$ cat src/design/tw_pkg.sv
package tw_pkg;

	////////////////////////////////////////////////////////////////////////
	// Status codes (upper five bits significant, low three zero; status reads bit 2 as zero, bits 1:0 as the prescaler)
	localparam logic [7:0] TW_ST_NO_INFO = 8'hf8;
	localparam logic [7:0] TW_ST_BUS_ERROR = 8'h00;
	localparam logic [7:0] TW_ST_START = 8'h08;
	localparam logic [7:0] TW_ST_RSTART = 8'h10;
	localparam logic [7:0] TW_ST_MT_ADDR_ACK = 8'h18;
	localparam logic [7:0] TW_ST_MT_ADDR_NACK = 8'h20;
	localparam logic [7:0] TW_ST_MT_DATA_ACK = 8'h28;
	localparam logic [7:0] TW_ST_MT_DATA_NACK = 8'h30;
	localparam logic [7:0] TW_ST_ARB_LOST = 8'h38;
	localparam logic [7:0] TW_ST_MR_ADDR_ACK = 8'h40;
	localparam logic [7:0] TW_ST_MR_ADDR_NACK = 8'h48;
	localparam logic [7:0] TW_ST_MR_DATA_ACK = 8'h50;
	localparam logic [7:0] TW_ST_MR_DATA_NACK = 8'h58;
	localparam logic [7:0] TW_ST_SR_ADDR = 8'h60;
	localparam logic [7:0] TW_ST_SR_ADDR_ARB = 8'h68;
	localparam logic [7:0] TW_ST_SR_DATA_ACK = 8'h80;
	localparam logic [7:0] TW_ST_SR_DATA_NACK = 8'h88;
	localparam logic [7:0] TW_ST_SLV_STOP = 8'ha0;
	localparam logic [7:0] TW_ST_ST_ADDR = 8'ha8;
	localparam logic [7:0] TW_ST_ST_ADDR_ARB = 8'hb0;
	localparam logic [7:0] TW_ST_ST_DATA_ACK = 8'hb8;
	localparam logic [7:0] TW_ST_ST_DATA_NACK = 8'hc0;
	localparam logic [7:0] TW_ST_ST_LAST_ACK = 8'hc8;

	////////////////////////////////////////////////////////////////////////
	// Status register layout
	localparam int TW_CODE_LSB = 3;
	localparam int TW_CODE_W = 5;
	localparam int TW_PRESC_W = 2;

	////////////////////////////////////////////////////////////////////////
	// Reset values
	localparam logic [7:0] TW_SHIFT_RST = 8'hff;
	localparam logic [5:0] TW_CTRL_RST = 6'h00;

	////////////////////////////////////////////////////////////////////////
	// Timing: half of the SCL period, a least time, rounded up
	localparam int TW_CLK_MHZ = 250;
	localparam int TW_SCL_HALF_NS = 5000;
	localparam int TW_SCL_HALF_CYC = (TW_SCL_HALF_NS * TW_CLK_MHZ + 999) / 1000;

	////////////////////////////////////////////////////////////////////////
	// Types
	typedef struct packed {
		logic job_done_flag;
		logic ack_enable_bit;
		logic start_request_bit;
		logic stop_request_bit;
		logic write_collision;
		logic enable;
	} tw_ctrl_t;

	typedef enum logic [2:0] {
		TW_S_IDLE = 3'b000,
		TW_S_START = 3'b001,
		TW_S_BYTE = 3'b010,
		TW_S_HOLD = 3'b011,
		TW_S_STOP = 3'b100
	} tw_state_t;

endpackage : tw_pkg

$ cat src/design/tw_bus_engine.sv
`timescale 1ns/1ps
module tw_bus_engine #(
	parameter int HALF_CYC = tw_pkg::TW_SCL_HALF_CYC,
	parameter int TMR_W = 17
) (
	input wire logic clk_sys,
	input wire logic arst_n,
	input wire logic scl_in,
	input wire logic sda_in,
	output logic scl_out,
	output logic scl_oe_n,
	output logic sda_out,
	output logic sda_oe_n,
	input wire logic ctrl_wr,
	input wire tw_pkg::tw_ctrl_t ctrl_wdata,
	output tw_pkg::tw_ctrl_t ctrl,
	input wire logic data_wr,
	input wire logic [7:0] data_wdata,
	output logic [7:0] shift_byte,
	input wire logic [6:0] own_addr,
	input wire logic [1:0] rate_prescaler_field,
	output logic [7:0] status
);
	if (HALF_CYC < 1 || (HALF_CYC * 64) >= (2 ** TMR_W)) begin : g_chk
		$error("tw_bus_engine: HALF_CYC does not fit the timer");
	end

	////////////////////////////////////////////////////////////////////////
	// Pin sampling and bus condition detection
	logic [1:0] pin_s;
	logic scl_d, sda_d, bus_busy;
	logic scl_s, sda_s, scl_rise, scl_fall, start_det, stop_det;

	tw_sync #(.W(2)) u_sync (
		.clk_sys(clk_sys),
		.arst_n(arst_n),
		.d({scl_in, sda_in}),
		.q(pin_s)
	);

	assign scl_s = pin_s[1];
	assign sda_s = pin_s[0];
	assign scl_rise = scl_s & ~scl_d;
	assign scl_fall = ~scl_s & scl_d;
	assign start_det = scl_s & scl_d & sda_d & ~sda_s;
	assign stop_det = scl_s & scl_d & ~sda_d & sda_s;

	always_ff @(posedge clk_sys or negedge arst_n) begin
		if (!arst_n) begin
			scl_d <= 1'b1;
			sda_d <= 1'b1;
			bus_busy <= 1'b0;
		end else begin
			scl_d <= scl_s;
			sda_d <= sda_s;
			if (start_det)
				bus_busy <= 1'b1;
			else if (stop_det)
				bus_busy <= 1'b0;
		end
	end

	////////////////////////////////////////////////////////////////////////
	// Engine state
	tw_pkg::tw_state_t state;
	logic [3:0] cnt;
	logic [1:0] step;
	logic [TMR_W-1:0] tmr;
	logic [TMR_W-1:0] half_cyc;
	logic [7:0] shift;
	logic [7:0] code;
	logic master, tx, addr_phase, addressed, rw, arb_lost;
	logic ack_out, ack_in, bus_err, set_job;
	logic tmr_done, release_job, need_addr, next_tx, ack_v, addr_hit;

	assign half_cyc = TMR_W'(HALF_CYC) << {rate_prescaler_field, 1'b0};
	assign tmr_done = tmr >= (half_cyc - 1'b1);
	assign release_job = ctrl_wr & ctrl_wdata.job_done_flag &
		ctrl.job_done_flag;
	assign need_addr = (code == tw_pkg::TW_ST_START) ||
		(code == tw_pkg::TW_ST_RSTART);
	assign next_tx = need_addr | (master ? ~rw : rw);
	assign addr_hit = (shift[7:1] == own_addr) & ctrl.ack_enable_bit;
	assign ack_v = addr_phase ? (~master & addr_hit) :
		((master | addressed) & ack_out);
	assign shift_byte = shift;

	always_ff @(posedge clk_sys or negedge arst_n) begin
		if (!arst_n) begin
			state <= tw_pkg::TW_S_IDLE;
			cnt <= 4'h0;
			step <= 2'h0;
			tmr <= '0;
			shift <= tw_pkg::TW_SHIFT_RST;
			code <= tw_pkg::TW_ST_NO_INFO;
			master <= 1'b0;
			tx <= 1'b0;
			addr_phase <= 1'b0;
			addressed <= 1'b0;
			rw <= 1'b0;
			arb_lost <= 1'b0;
			ack_out <= 1'b0;
			ack_in <= 1'b0;
			bus_err <= 1'b0;
			set_job <= 1'b0;
			scl_oe_n <= 1'b1;
			sda_oe_n <= 1'b1;
		end else begin
			set_job <= 1'b0;
			if (data_wr && ctrl.job_done_flag)
				shift <= data_wdata;
			if (!ctrl.enable) begin
				state <= tw_pkg::TW_S_IDLE;
				scl_oe_n <= 1'b1;
				sda_oe_n <= 1'b1;
				master <= 1'b0;
				addressed <= 1'b0;
			end else begin
				unique case (state)
				tw_pkg::TW_S_IDLE: begin
					scl_oe_n <= 1'b1;
					sda_oe_n <= 1'b1;
					master <= 1'b0;
					tmr <= '0;
					if (start_det) begin
						state <= tw_pkg::TW_S_BYTE;
						cnt <= 4'h0;
						addr_phase <= 1'b1;
						tx <= 1'b0;
						addressed <= 1'b0;
						arb_lost <= 1'b0;
					end else if (ctrl.start_request_bit && !bus_busy) begin
						state <= tw_pkg::TW_S_START;
						step <= 2'h2;
					end
				end
				tw_pkg::TW_S_START: begin
					tmr <= tmr + 1'b1;
					unique case (step)
					2'h0: begin
						sda_oe_n <= 1'b1;
						if (tmr_done) begin
							scl_oe_n <= 1'b1;
							step <= 2'h1;
							tmr <= '0;
						end
					end
					2'h1: begin
						if (!scl_s) begin
							tmr <= '0;
						end else if (tmr_done) begin
							step <= 2'h2;
							tmr <= '0;
						end
					end
					2'h2: begin
						sda_oe_n <= 1'b0;
						if (tmr_done) begin
							scl_oe_n <= 1'b0;
							state <= tw_pkg::TW_S_HOLD;
							master <= 1'b1;
							code <= master ? tw_pkg::TW_ST_RSTART :
								tw_pkg::TW_ST_START;
							set_job <= 1'b1;
						end
					end
					default: state <= tw_pkg::TW_S_IDLE;
					endcase
				end
				tw_pkg::TW_S_STOP: begin
					tmr <= tmr + 1'b1;
					unique case (step)
					2'h0: begin
						sda_oe_n <= 1'b0;
						if (tmr_done) begin
							scl_oe_n <= 1'b1;
							step <= 2'h1;
							tmr <= '0;
						end
					end
					2'h1: begin
						if (!scl_s) begin
							tmr <= '0;
						end else if (tmr_done) begin
							sda_oe_n <= 1'b1;
							step <= 2'h2;
							tmr <= '0;
						end
					end
					2'h2: begin
						if (tmr_done) begin
							state <= tw_pkg::TW_S_IDLE;
							master <= 1'b0;
						end
					end
					default: state <= tw_pkg::TW_S_IDLE;
					endcase
				end
				tw_pkg::TW_S_HOLD: begin
					// SCL stays as set on entry until software answers
					tmr <= '0;
					if (release_job) begin
						bus_err <= 1'b0;
						if (ctrl_wdata.stop_request_bit) begin
							if (master && !bus_err) begin
								state <= tw_pkg::TW_S_STOP;
								step <= 2'h0;
							end else begin
								state <= tw_pkg::TW_S_IDLE;
								scl_oe_n <= 1'b1;
								sda_oe_n <= 1'b1;
								master <= 1'b0;
								addressed <= 1'b0;
							end
						end else if (ctrl_wdata.start_request_bit && master) begin
							state <= tw_pkg::TW_S_START;
							step <= 2'h0;
						end else if (!master && !addressed) begin
							state <= tw_pkg::TW_S_IDLE;
							scl_oe_n <= 1'b1;
							sda_oe_n <= 1'b1;
						end else begin
							state <= tw_pkg::TW_S_BYTE;
							cnt <= 4'h0;
							addr_phase <= need_addr;
							tx <= next_tx;
							ack_out <= ctrl_wdata.ack_enable_bit;
							sda_oe_n <= ~(next_tx & ~shift[7]);
							scl_oe_n <= ~master;
						end
					end
				end
				tw_pkg::TW_S_BYTE: begin
					if (master) begin
						tmr <= tmr + 1'b1;
						if (!scl_oe_n) begin
							if (tmr_done) begin
								scl_oe_n <= 1'b1;
								tmr <= '0;
							end
						end else if (!scl_s) begin
							tmr <= '0;
						end else if (tmr_done) begin
							scl_oe_n <= 1'b0;
							tmr <= '0;
						end
					end
					if ((start_det || stop_det) && cnt != 4'h0) begin
						state <= tw_pkg::TW_S_HOLD;
						code <= tw_pkg::TW_ST_BUS_ERROR;
						set_job <= 1'b1;
						bus_err <= 1'b1;
						scl_oe_n <= 1'b1;
						sda_oe_n <= 1'b1;
						master <= 1'b0;
						addressed <= 1'b0;
					end else if (start_det && !master) begin
						addr_phase <= 1'b1;
						tx <= 1'b0;
						addressed <= 1'b0;
						sda_oe_n <= 1'b1;
					end else if (stop_det && !master) begin
						sda_oe_n <= 1'b1;
						addressed <= 1'b0;
						if (addressed) begin
							state <= tw_pkg::TW_S_HOLD;
							code <= tw_pkg::TW_ST_SLV_STOP;
							set_job <= 1'b1;
						end else begin
							state <= tw_pkg::TW_S_IDLE;
						end
					end else begin
						if (scl_rise) begin
							if (cnt == 4'h8) begin
								ack_in <= ~sda_s;
							end else begin
								shift <= {shift[6:0], sda_s};
								if (master && tx && shift[7] && !sda_s) begin
									master <= 1'b0;
									arb_lost <= 1'b1;
									tx <= 1'b0;
									scl_oe_n <= 1'b1;
								end
							end
						end
						if (scl_fall) begin
							if (cnt < 4'h7) begin
								cnt <= cnt + 4'h1;
								sda_oe_n <= ~(tx & ~shift[7]);
							end else if (cnt == 4'h7) begin
								cnt <= 4'h8;
								rw <= shift[0];
								if (tx) begin
									sda_oe_n <= 1'b1;
								end else begin
									sda_oe_n <= ~ack_v;
									ack_out <= ack_v;
								end
								if (addr_phase && !master)
									addressed <= addr_hit;
							end else begin
								cnt <= 4'h0;
								sda_oe_n <= 1'b1;
								arb_lost <= 1'b0;
								if (master) begin
									state <= tw_pkg::TW_S_HOLD;
									scl_oe_n <= 1'b0;
									set_job <= 1'b1;
									if (addr_phase)
										code <= rw ?
											(ack_in ? tw_pkg::TW_ST_MR_ADDR_ACK :
											tw_pkg::TW_ST_MR_ADDR_NACK) :
											(ack_in ? tw_pkg::TW_ST_MT_ADDR_ACK :
											tw_pkg::TW_ST_MT_ADDR_NACK);
									else if (tx)
										code <= ack_in ? tw_pkg::TW_ST_MT_DATA_ACK :
											tw_pkg::TW_ST_MT_DATA_NACK;
									else
										code <= ack_out ? tw_pkg::TW_ST_MR_DATA_ACK :
											tw_pkg::TW_ST_MR_DATA_NACK;
								end else if (addressed) begin
									state <= tw_pkg::TW_S_HOLD;
									scl_oe_n <= 1'b0;
									set_job <= 1'b1;
									if (addr_phase) begin
										code <= rw ? (arb_lost ?
											tw_pkg::TW_ST_ST_ADDR_ARB :
											tw_pkg::TW_ST_ST_ADDR) : (arb_lost ?
											tw_pkg::TW_ST_SR_ADDR_ARB :
											tw_pkg::TW_ST_SR_ADDR);
									end else if (tx) begin
										addressed <= ack_in & ack_out;
										code <= !ack_in ? tw_pkg::TW_ST_ST_DATA_NACK :
											(ack_out ? tw_pkg::TW_ST_ST_DATA_ACK :
											tw_pkg::TW_ST_ST_LAST_ACK);
									end else begin
										addressed <= ack_out;
										code <= ack_out ? tw_pkg::TW_ST_SR_DATA_ACK :
											tw_pkg::TW_ST_SR_DATA_NACK;
									end
								end else if (arb_lost) begin
									state <= tw_pkg::TW_S_HOLD;
									code <= tw_pkg::TW_ST_ARB_LOST;
									set_job <= 1'b1;
								end else begin
									state <= tw_pkg::TW_S_IDLE;
								end
							end
						end
					end
				end
				default: state <= tw_pkg::TW_S_IDLE;
				endcase
			end
		end
	end

	////////////////////////////////////////////////////////////////////////
	// Control register: hardware set of the job-done flag beats the clear
	always_ff @(posedge clk_sys or negedge arst_n) begin
		if (!arst_n) begin
			ctrl <= tw_pkg::TW_CTRL_RST;
		end else begin
			if (ctrl_wr) begin
				ctrl.ack_enable_bit <= ctrl_wdata.ack_enable_bit;
				ctrl.start_request_bit <= ctrl_wdata.start_request_bit;
				ctrl.stop_request_bit <= ctrl_wdata.stop_request_bit &
					~(release_job & (bus_err | ~master));
				ctrl.enable <= ctrl_wdata.enable;
			end else if (state == tw_pkg::TW_S_STOP && step == 2'h2 &&
				tmr_done) begin
				ctrl.stop_request_bit <= 1'b0;
			end
			ctrl.job_done_flag <= set_job | (ctrl.job_done_flag &
				~(ctrl_wr & ctrl_wdata.job_done_flag));
			if (data_wr)
				ctrl.write_collision <= ~ctrl.job_done_flag;
		end
	end

	////////////////////////////////////////////////////////////////////////
	// Status register and pin output levels
	always_ff @(posedge clk_sys or negedge arst_n) begin
		if (!arst_n) begin
			status <= tw_pkg::TW_ST_NO_INFO;
			scl_out <= 1'b0;
			sda_out <= 1'b0;
		end else begin
			status[7:tw_pkg::TW_CODE_LSB] <= ctrl.job_done_flag ?
				code[7:tw_pkg::TW_CODE_LSB] :
				tw_pkg::TW_ST_NO_INFO[7:tw_pkg::TW_CODE_LSB];
			status[2] <= 1'b0;
			status[tw_pkg::TW_PRESC_W-1:0] <= rate_prescaler_field;
			scl_out <= 1'b0;
			sda_out <= 1'b0;
		end
	end
endmodule : tw_bus_engine

$ cat src/design/tw_sync.sv
`timescale 1ns/1ps
module tw_sync #(
	parameter int W = 2
) (
	input wire logic clk_sys,
	input wire logic arst_n,
	input wire logic [W-1:0] d,
	output logic [W-1:0] q
);
	logic [W-1:0] meta;

	// Pins idle high, so both stages reset to one
	always_ff @(posedge clk_sys or negedge arst_n) begin
		if (!arst_n) begin
			meta <= '1;
			q <= '1;
		end else begin
			meta <= d;
			q <= meta;
		end
	end
endmodule : tw_sync

$ cat config.mk
export PLATFORM = sky130hd
export DESIGN_NAME = tw_bus_engine
export DESIGN_NICKNAME = d
export VERILOG_FILES = /design/src/design/tw_pkg.sv /design/src/design/tw_bus_engine.sv /design/src/design/tw_sync.sv
export SDC_FILE = /design/constraint.sdc
export NUM_CORES = 1
export LEC_CHECK = 0
export ABC_CLOCK_PERIOD_IN_PS = 3600
export BUFFER_PORTS_ARGS = -buffer_cell sky130_fd_sc_hd__buf_2
export CAP_MARGIN = 20
export CORE_MARGIN = 3
export CORE_UTILIZATION = 25
export DETAILED_ROUTE_END_ITERATION = 8
export PLACE_DENSITY = 0.51
export SLEW_MARGIN = 10
export SYNTH_ARGS = -nofsm -noshare
export SYNTH_HDL_FRONTEND = slang
export SYNTH_SLANG_ARGS = --single-unit
$ cat constraint.sdc
create_clock -name clk_sys -period 3.6 [get_ports clk_sys]
set_clock_uncertainty 0.2 [all_clocks]
set_input_delay 0.36 -clock clk_sys [delete_from_list [all_inputs] [get_ports clk_sys]]
set_output_delay 0.36 -clock clk_sys [all_outputs]
set_load 0.01 [all_outputs]
==> results by group <==
Status
  – Status: finished, violations left
  – Failing checks: negative hold slack

Synthesis
  – Avg Cell Area, Syn: ~9.0 sq um
  – Post-Syn Area: just under 0.005 sq mm
  – Syn Inst Count: 549
  – Mux contribution to synthesized area: 0.0450
  – Largest family of logic cells by synthesized area: simple AND/OR/NAND/NOR gates
  – FF+latch count, synth: 71
  – Post-synthesis adder-cell area fraction: 0.0759
  – Sequential share of the synthesized area: 0.366
  – Post-synthesis compound-gate area fraction: 0.200
  – Simple-gate area share of the yosys netlist: 0.212
  – Post-synth top flop: dfrtp_1
  – Ys async rst share: 1.00
  – EDFF count, synth: 0
  – Unique masters post-synth: 81
  – Syn. warnings: 0
  – XOR/XNOR share of the synthesized area: 0.0458

Clock tree
  – Clock sink count: a little over 70
  – Clock tree buffer depth: 2
  – Num CTS Buffers: 9
  – Post-CTS Setup Inserts: 0
  – Worst skew pair latency: 0.35 ns
  – CTS tree: done
  – Reg clk slew, reported paths: roughly 0.06 ns
  – Clock H-tree levels: 3
  – Root Buffer: clkbuf_16

Routing
  – Drt first pass iters: 5
  – Post-Route WL: between 10000 and 15000 um
  – # DRC: 0
  – Post-DRT Antenna Nets: 0
  – DR iter-0 viols: 380
  – Vias/cell: 4.94
  – Via Count: ~4.3k
  – Routed wire per std cell: around 16 um

STA
  – Fmax: 0.305 GHz
  – Fin. Hold Viols: between 40 and 50
  – Slew headroom: 0.370
  – Fin Setup TNS: 0 ns
  – Measured slew at the worst slew-check pin: roughly 0.95 ns
  – Final min period: around 3.3 ns
  – Tcrit/Tclk final: 0.912
  – Unrepaired setup endpoints after global routing: false
  – Final hold slack: -0.0344 ns
  – Final setup viols: 0
  – Max-slew violation count: 0

Die
  – Die width: 147 um
  – Row Count: 50
  – Die area: 0.0215 sq mm
  – Core area: 0.0191 sq mm
  – DIE HEIGHT: ~150 um
  – # IOs: between 50 and 60
  – Starting Density: 0.259

Layout
  – FF/Latch Area: roughly 0.0018 sq mm
  – Post-Layout Cell Count: ~860
  – Final Util: 0.303
  – Area of the multi-input gates: around 0.0029 sq mm
  – Layout area overhead: 16.9%
  – Number of diodes: 0
  – FILL cells: roughly 2k
  – Final net count: about 660
  – Layout cells sized above 1: 0.208

Power
  – Leak: 2.52 nW
  – Max IR drop VDD: between 0.0002 and 0.00025 V
  – PwrDens: between 400 and 500 mW/mm^2

Min path
  – Type of the tightest min-delay check: primary input to asynchronous set/reset pin

GRT
  – First-pass GRT wire length: roughly 22000 um
  – Largest net degree at the start of global routing: 72
  – Remaining Overflow, GRT: 0
  – Initial antenna violation count: 0
  – All-layer global routing usage: 0.128
  – Vias in the first global route: 4220

Worst setup path
  – CP endpoint kind: flip-flop
  – Startpoint types: primary input
  – Worst EP arrival: 3.35 ns
  – Critical path class: primary input to flip-flop
  – Data required, critical path: between 3 and 4 ns
  – Crit Path Max Fanout: 6

Placed design
  – Buffers added on ports: 50
  – Total placed cells including tap cells: 842
  – Routability cong.: about 0.89
  – Detailed placement HPWL: 10100 um

Flow run
  – Max-cap violations: 0
stage by stage:
| stage | worst slack (ns) | power [W] | instance area, sq um |
|---|---|---|---|
| after floorplan | 0.751 | 0.00168 | 4950 |
| after global placement | 0.507 | 0.00194 | 5450 |
| after detailed placement | 0.411 | 0.00195 | 5450 |
| after CTS | 0.276 | 0.00289 | 5780 |
| after global routing | 0.0722 | 0.00305 | 5780 |
| final | 0.318 | 0.00285 | 5780 |
cell families after synthesis:
group                      count (synthesis)
AOI/OAI and AO/OA                        137
and+or+nand+nor                          204
buffers and inverters                     59
DFF                                       71
muxes                                     21
xor gates and xnor gates                  25
other                                      2
adders and majority gates                 30
per-layer routing:
| layer | track usage | share of wire | vias up |
|---|---|---|---|
| met4 | 0.0452 | 0.020 | 0 |
| met5 | 0 | 0 | - |
| met2 | 0.187 | 0.43 | 112 |
| li1 | - | - | 2085 |
| met1 | 0.183 | 0.48 | 2038 |
| met3 | 0.0310 | 0.061 | 22 |
flip-flops by register name, summed over array words and instances, names as in the netlist, 2 cells and up:
register     flops
cnt              4
step             2
u_sync.q         2
ctrl             6
shift_byte       8
status           7
state            3
code             5
tmr             17
u_sync.meta      2
synth_stat cells, types with 6 or more instances:
master / n / area share
xnor2_1: 13 / 0.023
nand4_1: 15 / 0.019
nand2_1: 51 / 0.039
o21ai_0: 33 / 0.033
o31ai_1: 7 / 0.011
xor2_1: 11 / 0.019
nor2_1: 45 / 0.034
ha_1: 30 / 0.076
nor2b_1: 8 / 0.010
nand3_1: 18 / 0.018
dfstp_2: 26 / 0.14
buf_4: 7 / 0.011
nand2b_1: 12 / 0.015
a21o_1: 6 / 0.0091
a31oi_1: 6 / 0.0076
buf_2: 10 / 0.010
a21oi_1: 27 / 0.027
clkbuf_1: 11 / 0.0084
nor4_1: 7 / 0.0089
o21ai_1: 6 / 0.0061
mux2i_1: 14 / 0.028
inv_1: 30 / 0.023
nor3_1: 18 / 0.018
dfrtp_1: 45 / 0.23
cell usage in the layout (no fill, tap or decap), types with 4 or more instances in the layout:
master	instances
nand2_1	51
buf_2	49
nor2_1	45
dfrtp_1	45
o21ai_0	33
inv_1	30
ha_1	30
a21oi_1	27
dfstp_2	26
nand3_1	18
nor3_1	18
nand4_1	15
mux2i_1	14
xnor2_1	13
nand2b_1	12
xor2_1	11
buf_4	11
clkbuf_16	9
nor2b_1	8
o31ai_1	7
nor4_1	7
a21o_1	6
o21ai_1	6
a31oi_1	6
nand3b_1	4
o211ai_1	4
mux2_1	4
and3_1	4
and2_1	4
conb_1	4
critical path, stage by stage:
cell           delay, ns
dlygate4sd3_1       0.51
buf_2               0.16
inv_1               0.10
ha_1                0.34
inv_1               0.06
ha_1                0.17
a21oi_1             0.14
o21ai_1             0.13
a221oi_4            0.41
a21boi_1            0.17
o221ai_2            0.43
mux2_1              0.38
timing repair:
item,4_1_cts,5_1_grt
hold buffers,3,0
hold endpoints to repair,3,0
gates resized for setup,0,0
endpoints found under the setup margin,0,0
power breakdown:
group / internal [W] / total [W] / switching (W) / leakage, nW
clock network: 0.000551 / 0.000902 / 0.000352 / 0.144
logic: 0.000346 / 0.000857 / 0.000511 / 1.51
registers: 0.000937 / 0.00109 / 0.000150 / 0.861
layout make-up:
type | count | share of cell area
clock buffers | 10 | 0.0414
clock inverters | 6 | 0.0104
inverters | 30 | 0.0195
multi-input cells | 421 | 0.498
flip-flops and latches | 71 | 0.313
well taps | 260 | 0.0563
repair buffers | 63 | 0.0619
final timing paths:
path / start / to / slack (ns) / cells after the start
worst max register to register: state[1] / sda_oe_n / 0.86 / 7
max in group asynchronous: arst_n / set_job / 2.63 / 1
worst max-delay path: rate_prescaler_field[1] / code[3] / 0.32 / 12
worst min-delay path: arst_n / status[1] / -0.03 / 1
worst min register to register: u_sync.meta[0] / u_sync.q[0] / 0.16 / 0
min in group clk_sys: rate_prescaler_field[0] / status[0] / 0.01 / 1
Power figures use the tool's default switching activity.
